--- src/rtl/hib_rtc_consts.svh ---
`ifndef HIB_RTC_CONSTS_SVH
`define HIB_RTC_CONSTS_SVH

`define ADDR_W            8
`define REG_CONTROL       4'h0
`define REG_SECONDS       4'h1
`define REG_MATCH0        4'h2
`define REG_MATCH1        4'h3
`define REG_SUBSEC        4'h4
`define REG_SUBSEC_MATCH0 4'h5
`define REG_TRIM          4'h6
`define REG_WAKE_CFG      4'h7
`define REG_IRQ_ENABLE    4'h8
`define REG_RAW_STATUS    4'h9
`define REG_MASKED_STATUS 4'ha
`define REG_STATUS_CLEAR  4'hb

`define CTL_RTC_ENABLE    0
`define CTL_HIB_REQUEST   1

`define WAKE_PIN          0
`define WAKE_RTC          1
`define WAKE_LOW_SUPPLY   2

`define ST_PIN_WAKE       0
`define ST_LOW_SUPPLY     1
`define ST_MATCH0         2
`define ST_MATCH1         3

`define TRIM_RESET        16'h7fff
`define SUBSEC_TOP        16'h7fff
`define TRIM_SECOND       6'h3f

`define RESP_OKAY         2'b00
`define RESP_SLVERR       2'b10

`endif

--- src/rtl/hib_rtc_pkg.sv ---
package hib_rtc_pkg;
    typedef enum logic [0:0] {
        POWER_RUN = 1'b0,
        POWER_HIB = 1'b1
    } power_state_t;
endpackage

--- src/rtl/tick_if.sv ---
`timescale 1ns/100ps
`default_nettype none
interface tick_if;
    logic tick;
    modport src (output tick);
    modport dst (input tick);
endinterface
`default_nettype wire

--- src/rtl/hib_rtc_top.sv ---
// Implementation choices: the AXI4-Lite interface to the registers and the register addresses.
`timescale 1ns/100ps
`default_nettype none
`include "hib_rtc_consts.svh"
module hib_rtc_top
    import hib_rtc_pkg::*;
(
    input  wire logic        aclk,
    input  wire logic        aresetn,
    input  wire logic [7:0]  awaddr,
    input  wire logic        awvalid,
    output logic             awready,
    input  wire logic [31:0] wdata,
    input  wire logic [3:0]  wstrb,
    input  wire logic        wvalid,
    output logic             wready,
    output logic [1:0]       bresp,
    output logic             bvalid,
    input  wire logic        bready,
    input  wire logic [7:0]  araddr,
    input  wire logic        arvalid,
    output logic             arready,
    output logic [31:0]      rdata,
    output logic [1:0]       rresp,
    output logic             rvalid,
    input  wire logic        rready,
    input  wire logic        time_src,
    input  wire logic        wake_pin_n,
    input  wire logic        low_supply,
    output logic             regulator_enable
);
    function automatic logic [31:0] merge(input logic [31:0] old_v,
                                          input logic [31:0] new_v,
                                          input logic [3:0]  strb);
        logic [31:0] res;
        res = old_v;
        for (int i = 0; i < 4; i++) begin
            if (strb[i]) begin
                res[i*8 +: 8] = new_v[i*8 +: 8];
            end
        end
        return res;
    endfunction

    function automatic logic mapped(input logic [7:0] addr);
        return (addr[7:6] == 2'b00) && (addr[5:2] <= `REG_STATUS_CLEAR);
    endfunction

    tick_if tk ();

    time_source_tick u_tick (
        .aclk    (aclk),
        .aresetn (aresetn),
        .time_src(time_src),
        .tk      (tk)
    );

    logic [7:0]   aw_addr_q;
    logic [31:0]  w_data_q;
    logic [3:0]   w_strb_q;
    logic [7:0]   ar_addr_q;
    logic         rtc_enable;
    logic [31:0]  seconds;
    logic [31:0]  match0;
    logic [31:0]  match1;
    logic [15:0]  subsec;
    logic [15:0]  subsec_match0;
    logic [15:0]  trim;
    logic [2:0]   wake_cfg;
    logic [3:0]   irq_enable;
    logic [3:0]   raw_status;
    logic         match0_prev;
    logic         match1_prev;
    logic [1:0]   pin_s1;
    logic [1:0]   pin_s2;
    logic [1:0]   pin_s3;
    logic [1:0]   pin_level;
    logic [1:0]   pin_prev;
    power_state_t power_state;
    power_state_t next_power_state;

    // Write happens once both address and data are held
    wire write_go = ~awready & ~wready & ~bvalid;
    wire w_ok     = mapped(aw_addr_q);
    wire [3:0] w_idx = aw_addr_q[5:2];
    wire w_ctl    = write_go & w_ok & (w_idx == `REG_CONTROL);
    wire w_sec    = write_go & w_ok & (w_idx == `REG_SECONDS);
    wire w_m0     = write_go & w_ok & (w_idx == `REG_MATCH0);
    wire w_m1     = write_go & w_ok & (w_idx == `REG_MATCH1);
    wire w_ssm0   = write_go & w_ok & (w_idx == `REG_SUBSEC_MATCH0);
    wire w_trim   = write_go & w_ok & (w_idx == `REG_TRIM);
    wire w_wake   = write_go & w_ok & (w_idx == `REG_WAKE_CFG);
    wire w_irqen  = write_go & w_ok & (w_idx == `REG_IRQ_ENABLE);
    wire w_clear  = write_go & w_ok & (w_idx == `REG_STATUS_CLEAR);
    wire [31:0] ctl_merged = merge({30'h0, 1'b0, rtc_enable}, w_data_q, w_strb_q);
    wire hib_request = w_ctl & ctl_merged[`CTL_HIB_REQUEST];
    wire [3:0] clear_mask = w_clear ? (w_data_q[3:0] & {4{w_strb_q[0]}}) : 4'h0;

    // Trim stands in for the nominal terminal count in one second of 64
    wire trim_second = (seconds[5:0] == `TRIM_SECOND);
    wire [15:0] sub_term = trim_second ? trim : `SUBSEC_TOP;
    wire step     = rtc_enable & tk.tick;
    wire sub_roll = step & (subsec >= sub_term);

    wire match0_eq = rtc_enable & (seconds == match0) & (subsec == subsec_match0);
    wire match1_eq = rtc_enable & (seconds == match1);
    wire match0_evt = match0_eq & ~match0_prev;
    wire match1_evt = match1_eq & ~match1_prev;
    wire pin_asserted = ~pin_level[0];
    wire low_level    = pin_level[1];
    wire pin_evt = pin_asserted & pin_prev[0];
    wire low_evt = low_level & ~pin_prev[1];
    wire [3:0] events = {match1_evt, match0_evt, low_evt, pin_evt};
    wire [3:0] masked_status = raw_status & irq_enable;

    wire wake_req = (wake_cfg[`WAKE_PIN] & pin_asserted)
                  | (wake_cfg[`WAKE_RTC] & rtc_enable & (match0_eq | match1_eq))
                  | (wake_cfg[`WAKE_LOW_SUPPLY] & low_level);

    wire [3:0] r_idx = ar_addr_q[5:2];
    wire r_ok = mapped(ar_addr_q);
    wire [31:0] rd_value =
        (r_idx == `REG_CONTROL)       ? {31'h0, rtc_enable} :
        (r_idx == `REG_SECONDS)       ? seconds :
        (r_idx == `REG_MATCH0)        ? match0 :
        (r_idx == `REG_MATCH1)        ? match1 :
        (r_idx == `REG_SUBSEC)        ? {16'h0, subsec} :
        (r_idx == `REG_SUBSEC_MATCH0) ? {16'h0, subsec_match0} :
        (r_idx == `REG_TRIM)          ? {16'h0, trim} :
        (r_idx == `REG_WAKE_CFG)      ? {29'h0, wake_cfg} :
        (r_idx == `REG_IRQ_ENABLE)    ? {28'h0, irq_enable} :
        (r_idx == `REG_RAW_STATUS)    ? {28'h0, raw_status} :
        (r_idx == `REG_MASKED_STATUS) ? {28'h0, masked_status} :
                                        32'h0;

    always_ff @(posedge aclk) begin
        if (!aresetn) begin
            awready   <= 1'b1;
            wready    <= 1'b1;
            bvalid    <= 1'b0;
            bresp     <= `RESP_OKAY;
            aw_addr_q <= 8'h00;
            w_data_q  <= 32'h0;
            w_strb_q  <= 4'h0;
        end else begin
            if (awvalid && awready) begin
                awready   <= 1'b0;
                aw_addr_q <= awaddr;
            end
            if (wvalid && wready) begin
                wready   <= 1'b0;
                w_data_q <= wdata;
                w_strb_q <= wstrb;
            end
            if (write_go) begin
                bvalid <= 1'b1;
                bresp  <= w_ok ? `RESP_OKAY : `RESP_SLVERR;
            end
            if (bvalid && bready) begin
                bvalid  <= 1'b0;
                awready <= 1'b1;
                wready  <= 1'b1;
            end
        end
    end

    always_ff @(posedge aclk) begin
        if (!aresetn) begin
            arready   <= 1'b1;
            rvalid    <= 1'b0;
            rdata     <= 32'h0;
            rresp     <= `RESP_OKAY;
            ar_addr_q <= 8'h00;
        end else begin
            if (arvalid && arready) begin
                arready   <= 1'b0;
                ar_addr_q <= araddr;
            end
            if (!arready && !rvalid) begin
                rvalid <= 1'b1;
                rdata  <= r_ok ? rd_value : 32'h0;
                rresp  <= r_ok ? `RESP_OKAY : `RESP_SLVERR;
            end
            if (rvalid && rready) begin
                rvalid  <= 1'b0;
                arready <= 1'b1;
            end
        end
    end

    always_ff @(posedge aclk) begin
        if (!aresetn) begin
            rtc_enable    <= 1'b0;
            match0        <= 32'h0;
            match1        <= 32'h0;
            subsec_match0 <= 16'h0;
            trim          <= `TRIM_RESET;
            wake_cfg      <= 3'h0;
            irq_enable    <= 4'h0;
        end else begin
            if (w_ctl) begin
                rtc_enable <= ctl_merged[`CTL_RTC_ENABLE];
            end
            if (w_m0) begin
                match0 <= merge(match0, w_data_q, w_strb_q);
            end
            if (w_m1) begin
                match1 <= merge(match1, w_data_q, w_strb_q);
            end
            if (w_ssm0) begin
                subsec_match0 <= 16'(merge({16'h0, subsec_match0}, w_data_q, w_strb_q));
            end
            if (w_trim) begin
                trim <= 16'(merge({16'h0, trim}, w_data_q, w_strb_q));
            end
            if (w_wake) begin
                wake_cfg <= 3'(merge({29'h0, wake_cfg}, w_data_q, w_strb_q));
            end
            if (w_irqen) begin
                irq_enable <= 4'(merge({28'h0, irq_enable}, w_data_q, w_strb_q));
            end
        end
    end

    // Loading seconds restarts the sub-second so a full second follows
    always_ff @(posedge aclk) begin
        if (!aresetn) begin
            seconds <= 32'h0;
            subsec  <= 16'h0;
        end else if (w_sec) begin
            seconds <= merge(seconds, w_data_q, w_strb_q);
            subsec  <= 16'h0;
        end else if (sub_roll) begin
            seconds <= seconds + 32'h1;
            subsec  <= 16'h0;
        end else if (step) begin
            subsec  <= subsec + 16'h1;
        end
    end

    // Set beats clear so an event in the clearing cycle survives
    always_ff @(posedge aclk) begin
        if (!aresetn) begin
            raw_status  <= 4'h0;
            match0_prev <= 1'b0;
            match1_prev <= 1'b0;
        end else begin
            raw_status  <= (raw_status & ~clear_mask) | events;
            match0_prev <= match0_eq;
            match1_prev <= match1_eq;
        end
    end

    // Pins settle once the second and third stages agree
    always_ff @(posedge aclk) begin
        if (!aresetn) begin
            pin_s1    <= 2'b01;
            pin_s2    <= 2'b01;
            pin_s3    <= 2'b01;
            pin_level <= 2'b01;
            pin_prev  <= 2'b01;
        end else begin
            pin_s1   <= {low_supply, wake_pin_n};
            pin_s2   <= pin_s1;
            pin_s3   <= pin_s2;
            pin_prev <= pin_level;
            for (int i = 0; i < 2; i++) begin
                if (pin_s2[i] == pin_s3[i]) begin
                    pin_level[i] <= pin_s3[i];
                end
            end
        end
    end

    always_comb begin
        next_power_state = power_state;
        case (power_state)
            POWER_RUN: begin
                if (hib_request) begin
                    next_power_state = POWER_HIB;
                end
            end
            POWER_HIB: begin
                if (wake_req) begin
                    next_power_state = POWER_RUN;
                end
            end
            default: next_power_state = POWER_RUN;
        endcase
    end

    always_ff @(posedge aclk) begin
        if (!aresetn) begin
            power_state      <= POWER_RUN;
            regulator_enable <= 1'b1;
        end else begin
            power_state      <= next_power_state;
            regulator_enable <= (next_power_state == POWER_RUN);
        end
    end
endmodule
`default_nettype wire

--- src/rtl/time_source_tick.sv ---
`timescale 1ns/100ps
`default_nettype none
module time_source_tick (
    input  wire logic aclk,
    input  wire logic aresetn,
    input  wire logic time_src,
    tick_if.src       tk
);
    logic sync1;
    logic sync2;
    logic sync3;
    logic level;

    // One sub-second step per settled rising edge of the source
    always_ff @(posedge aclk) begin
        if (!aresetn) begin
            sync1   <= 1'b0;
            sync2   <= 1'b0;
            sync3   <= 1'b0;
            level   <= 1'b0;
            tk.tick <= 1'b0;
        end else begin
            sync1   <= time_src;
            sync2   <= sync1;
            sync3   <= sync2;
            if (sync2 == sync3) begin
                level <= sync3;
            end
            tk.tick <= (sync2 == sync3) & sync3 & ~level;
        end
    end
endmodule
`default_nettype wire
--- config.mk ---
export PLATFORM = sky130hd
export DESIGN_NAME = hib_rtc_top
export DESIGN_NICKNAME = d
export VERILOG_FILES = /design/src/rtl/hib_rtc_pkg.sv /design/src/rtl/tick_if.sv /design/src/rtl/hib_rtc_top.sv /design/src/rtl/time_source_tick.sv
export VERILOG_INCLUDE_DIRS = /design/src /design/src/rtl
export SDC_FILE = /design/constraint.sdc
export NUM_CORES = 1
export LEC_CHECK = 0
export ABC_AREA = 1
export BUFFER_PORTS_ARGS = -buffer_cell sky130_fd_sc_hd__buf_2
export CORE_UTILIZATION = 36
export DETAILED_ROUTE_END_ITERATION = 8
export GPL_TIMING_DRIVEN = 0
export HOLD_SLACK_MARGIN = 0.12
export PLACE_DENSITY = 0.6
export REMOVE_ABC_BUFFERS = 1
export SETUP_SLACK_MARGIN = 0.3
export SYNTH_ARGS = -nofsm -noshare
export SYNTH_HDL_FRONTEND = slang
export SYNTH_SLANG_ARGS = --single-unit
--- constraint.sdc ---
create_clock -name aclk -period 3.74 [get_ports aclk]
set_input_delay 0.374 -clock aclk [delete_from_list [all_inputs] [get_ports aclk]]
set_output_delay 0.374 -clock aclk [all_outputs]
set_load 0.05 [all_outputs]
==> flow_summary.json <==
{
  "status": "finished, final reports clean",
  "multiInputGateArea_mm2": 0.007266,
  "rows": 71,
  "crit_end": "seconds[28]$_SDFFE_PN0P_",
  "grt_pass1_wl_mm": 81.72,
  "fillers": 4028,
  "ios": 104,
  "initial_core_util_pct": 36.48,
  "fin_hold_ws_ps": 154.6,
  "power.leakage_uw": 0.006738,
  "htreeDepth": 1,
  "cp.required_ps": 4210,
  "slew_violations": 0,
  "async_flop_share_pct": 0,
  "startpoint_type": "flop",
  "skew_ps": 16.54,
  "setup_viol_count_final": 0,
  "gp_congestion": 0.9409,
  "netlist_area_mm2": 0.01371,
  "r2r_slack_ps": 480,
  "endpoint_kind": "flop",
  "grt_antenna_before_repair": 0,
  "grt_pass1_vias": 13480,
  "die_h_um": 197.1,
  "synth.distinct_cells": 47,
  "numPortBuffers": 97,
  "max_stage_delay_ps": 430,
  "slew_headroom_pct": 10.74,
  "yosys_warnings": 0,
  "ant_nets": 0,
  "cp_common_cell": "nand2_1",
  "clk_latency_ps": 600,
  "timing.fmax_mhz": 306.9,
  "post-route-worst-setup-slack_ps": 482.1,
  "rsz0062_at_grt": "false",
  "dieArea_mm2": 0.03886,
  "fp.dieW_um": 197.1,
  "core_area_mm2": 0.03758,
  "startpoint": "seconds[1]$_SDFFE_PN0P_",
  "pwr_density_cell_mw_per_mm2": 404.9,
  "drt-total-wl_mm": 54.46,
  "cp_slowest_cell": "dfxtp_2",
  "drt_pass1_iterations": 5,
  "r2r_start": "seconds[1]$_SDFFE_PN0P_",
  "drive_gt1_share_pct": 9.707,
  "path_max_fanout": 8,
  "path_buf_inv": 2,
  "final.min_clock_period_ps": 3258,
  "fin_cells": 2664,
  "hp-class": "input port to flop",
  "clock_path_buffers": 3,
  "track_usage_pct": 27.87,
  "synth-edff-count": 0,
  "ys_seq_area_share_pct": 38.27,
  "syn_to_final_growth_pct": 18.20,
  "r2r_end": "seconds[28]$_SDFFE_PN0P_",
  "worst_pin_slew_ps": 1337,
  "wire_per_inst_um": 20.44,
  "clkTransAtPathRegs_ps": 60,
  "clkSinkCount": 262,
  "drt_iter0_drc": 1161,
  "ys_ff_latch": 262,
  "path_depth": 15,
  "ys.flop_type": "dfxtp_1",
  "pre_cts_ws_ps": -506.5,
  "drc": 0,
  "dp_cells": 2555,
  "peakVddDrop_v": 0.0003842,
  "vias": 14240,
  "worst-setup-path-type": "flop to flop",
  "cts_buffers": 31,
  "dp_hpwl_mm": 39.48,
  "r2r_cells": 15,
  "n_antenna_cell": 0,
  "vias_per_cell": 5.344,
  "clockRootBuffer": "clkbuf_16",
  "arrival_ps": 3730,
  "overflow": 0,
  "max_cap_violations": 0,
  "synth_area_per_cell_um2": 6.716,
  "grt_start_max_net_pins": 99,
  "ff_latch_area_mm2": 0.005250,
  "tritoncts": "yes",
  "path_delay_family": "simple AND/OR/NAND/NOR gates",
  "path_cells": "ha_1, nand2_1, nor2_4, nand2_4, inv_1, nand2_1, ha_1, nand2_1, nor3_2, nand3_1, nand3_4, nand3_4, buf_4, a22oi_1, nor2_1",
  "fin_crit_sh_pct": 87.11,
  "hold_violations": 0,
  "fin_nets": 2216,
  "synthCells": 2041
}
==> cell families (layout without fill, tap and decap cells) <==
kind of cell	count (synthesis)	in the layout	synth area share [%]
compound gates	532	532	21.05
xor+xnor	47	47	3.003
fa+ha+maj	19	19	1.734
buf+inv	329	438	9.530
flops	262	262	38.27
other cells	1	2	0.02736
simple gates	851	853	26.39
==> Yosys cell counts (23+ instances only) <==
library cell	count	area (um^2)
nand2_1	454	1704
nor2_1	190	713.2
buf_2	23	115.1
dfxtp_1	262	5245
o21ai_0	208	1041
nor3_1	36	180.2
nand4_1	47	294.0
xor2_1	37	324.1
nand3_1	78	390.4
inv_1	218	818.3
clkbuf_1	64	240.2
a21oi_1	236	1181
==> registers in the layout, summed over array words and instances (netlist names), 6 cells and up <==
| signal | cells |
|---|---|
| ar_addr_q | 6 |
| aw_addr_q | 6 |
| match0 | 32 |
| match1 | 32 |
| rdata | 32 |
| seconds | 32 |
| subsec | 16 |
| subsec_match0 | 16 |
| trim | 16 |
| w_data_q | 32 |
==> area by class of cell <==
type,instances,area share (%)
clock buffer,43,5.313
clock inverter,8,0.9962
tap,511,3.946
sequential,262,32.40
multi-input combinational,1453,44.85
timing repair buffer,157,7.159
inverter,230,5.336
==> worst min path at each step <==
stage / startpoint / end / slack, ps / depth (start not counted)
detailed placement: u_tick.sync1$_SDFF_PN0_ / u_tick.sync2$_SDFF_PN0_ / 400 / 2
CTS: wdata[3] / w_data_q[3]$_SDFFE_PN0P_ / 120 / 3
global route: wdata[3] / w_data_q[3]$_SDFFE_PN0P_ / 170 / 3
floorplan: u_tick.level$_SDFFE_PN0N_ / u_tick.tk.tick$_SDFF_PN0_ / 390 / 1
global placement: pin_s1[1]$_SDFF_PN0_ / pin_s2[1]$_SDFF_PN0_ / 390 / 2
finish: wdata[3] / w_data_q[3]$_SDFFE_PN0P_ / 150 / 3
==> cells in the final DEF (no fill, tap or decap), types with 12 or more instances in the layout <==
| cell | netlist | final |
|---|---|---|
| nor2_1 | 190 | 188 |
| o211ai_1 | 20 | 20 |
| a21oi_1 | 236 | 235 |
| o31ai_1 | 12 | 12 |
| nand4_1 | 47 | 47 |
| xor2_1 | 37 | 37 |
| clkbuf_16 | 0 | 31 |
| nor3_1 | 36 | 35 |
| dfxtp_1 | 262 | 260 |
| dlygate4sd3_1 | 0 | 51 |
| ha_1 | 19 | 19 |
| o22ai_1 | 18 | 18 |
| buf_2 | 23 | 96 |
| inv_1 | 218 | 217 |
| nand3_1 | 78 | 75 |
| nand2_1 | 454 | 453 |
| o21ai_0 | 208 | 208 |
==> routing by layer <==
metal / vias up / GRT usage (%) / part of all wire [%]
met5: - / 0 / 0
met4: 0 / 8.786 / 2.8
met3: 81 / 3.483 / 6.7
met2: 538 / 45.53 / 45
met1: 6673 / 38.08 / 45
li1: 6944 / - / -
==> tightest hold or removal path, delay by kind of cell <==
family,cells,cell delay (ps)
buffers and inverters,1,80
AOI/OAI and AO/OA,2,250
==> per-stage QoR <==
stage | utilization, % | instance area, um^2 | TNS, ps | power, uW
2_1_floorplan | - | 13270 | 0 | 3229
3_3_place_gp | 38.30 | 14390 | -212280 | 3433
3_5_place_dp | 38.60 | 14510 | -13340 | 3450
4_1_cts | 43.02 | 16170 | 0 | 6612
5_1_grt | 43.12 | 16200 | 0 | 6783
6_report | 43.12 | 16200 | 0 | 6560
==> report_power, final <==
group	internal (uW)	leakage [uW]	switching [uW]
clock	1870	0.000495	1250
sequential	2860	0.00213	65.6
combinational	164	0.00412	358
total	4890	0.00674	1670
==> what timing repair did <==
action / CTS / global route
hold endpoints to repair: 54 / 0
gates cloned: 2 / 0
resized for setup: 13 / 2
endpoints found under the setup margin: 48 / 13
hold buffers: 51 / 0
setup buffers: 4 / 0
pin swaps: 2 / 0
Note: power is estimated with default switching activity, not from simulation.
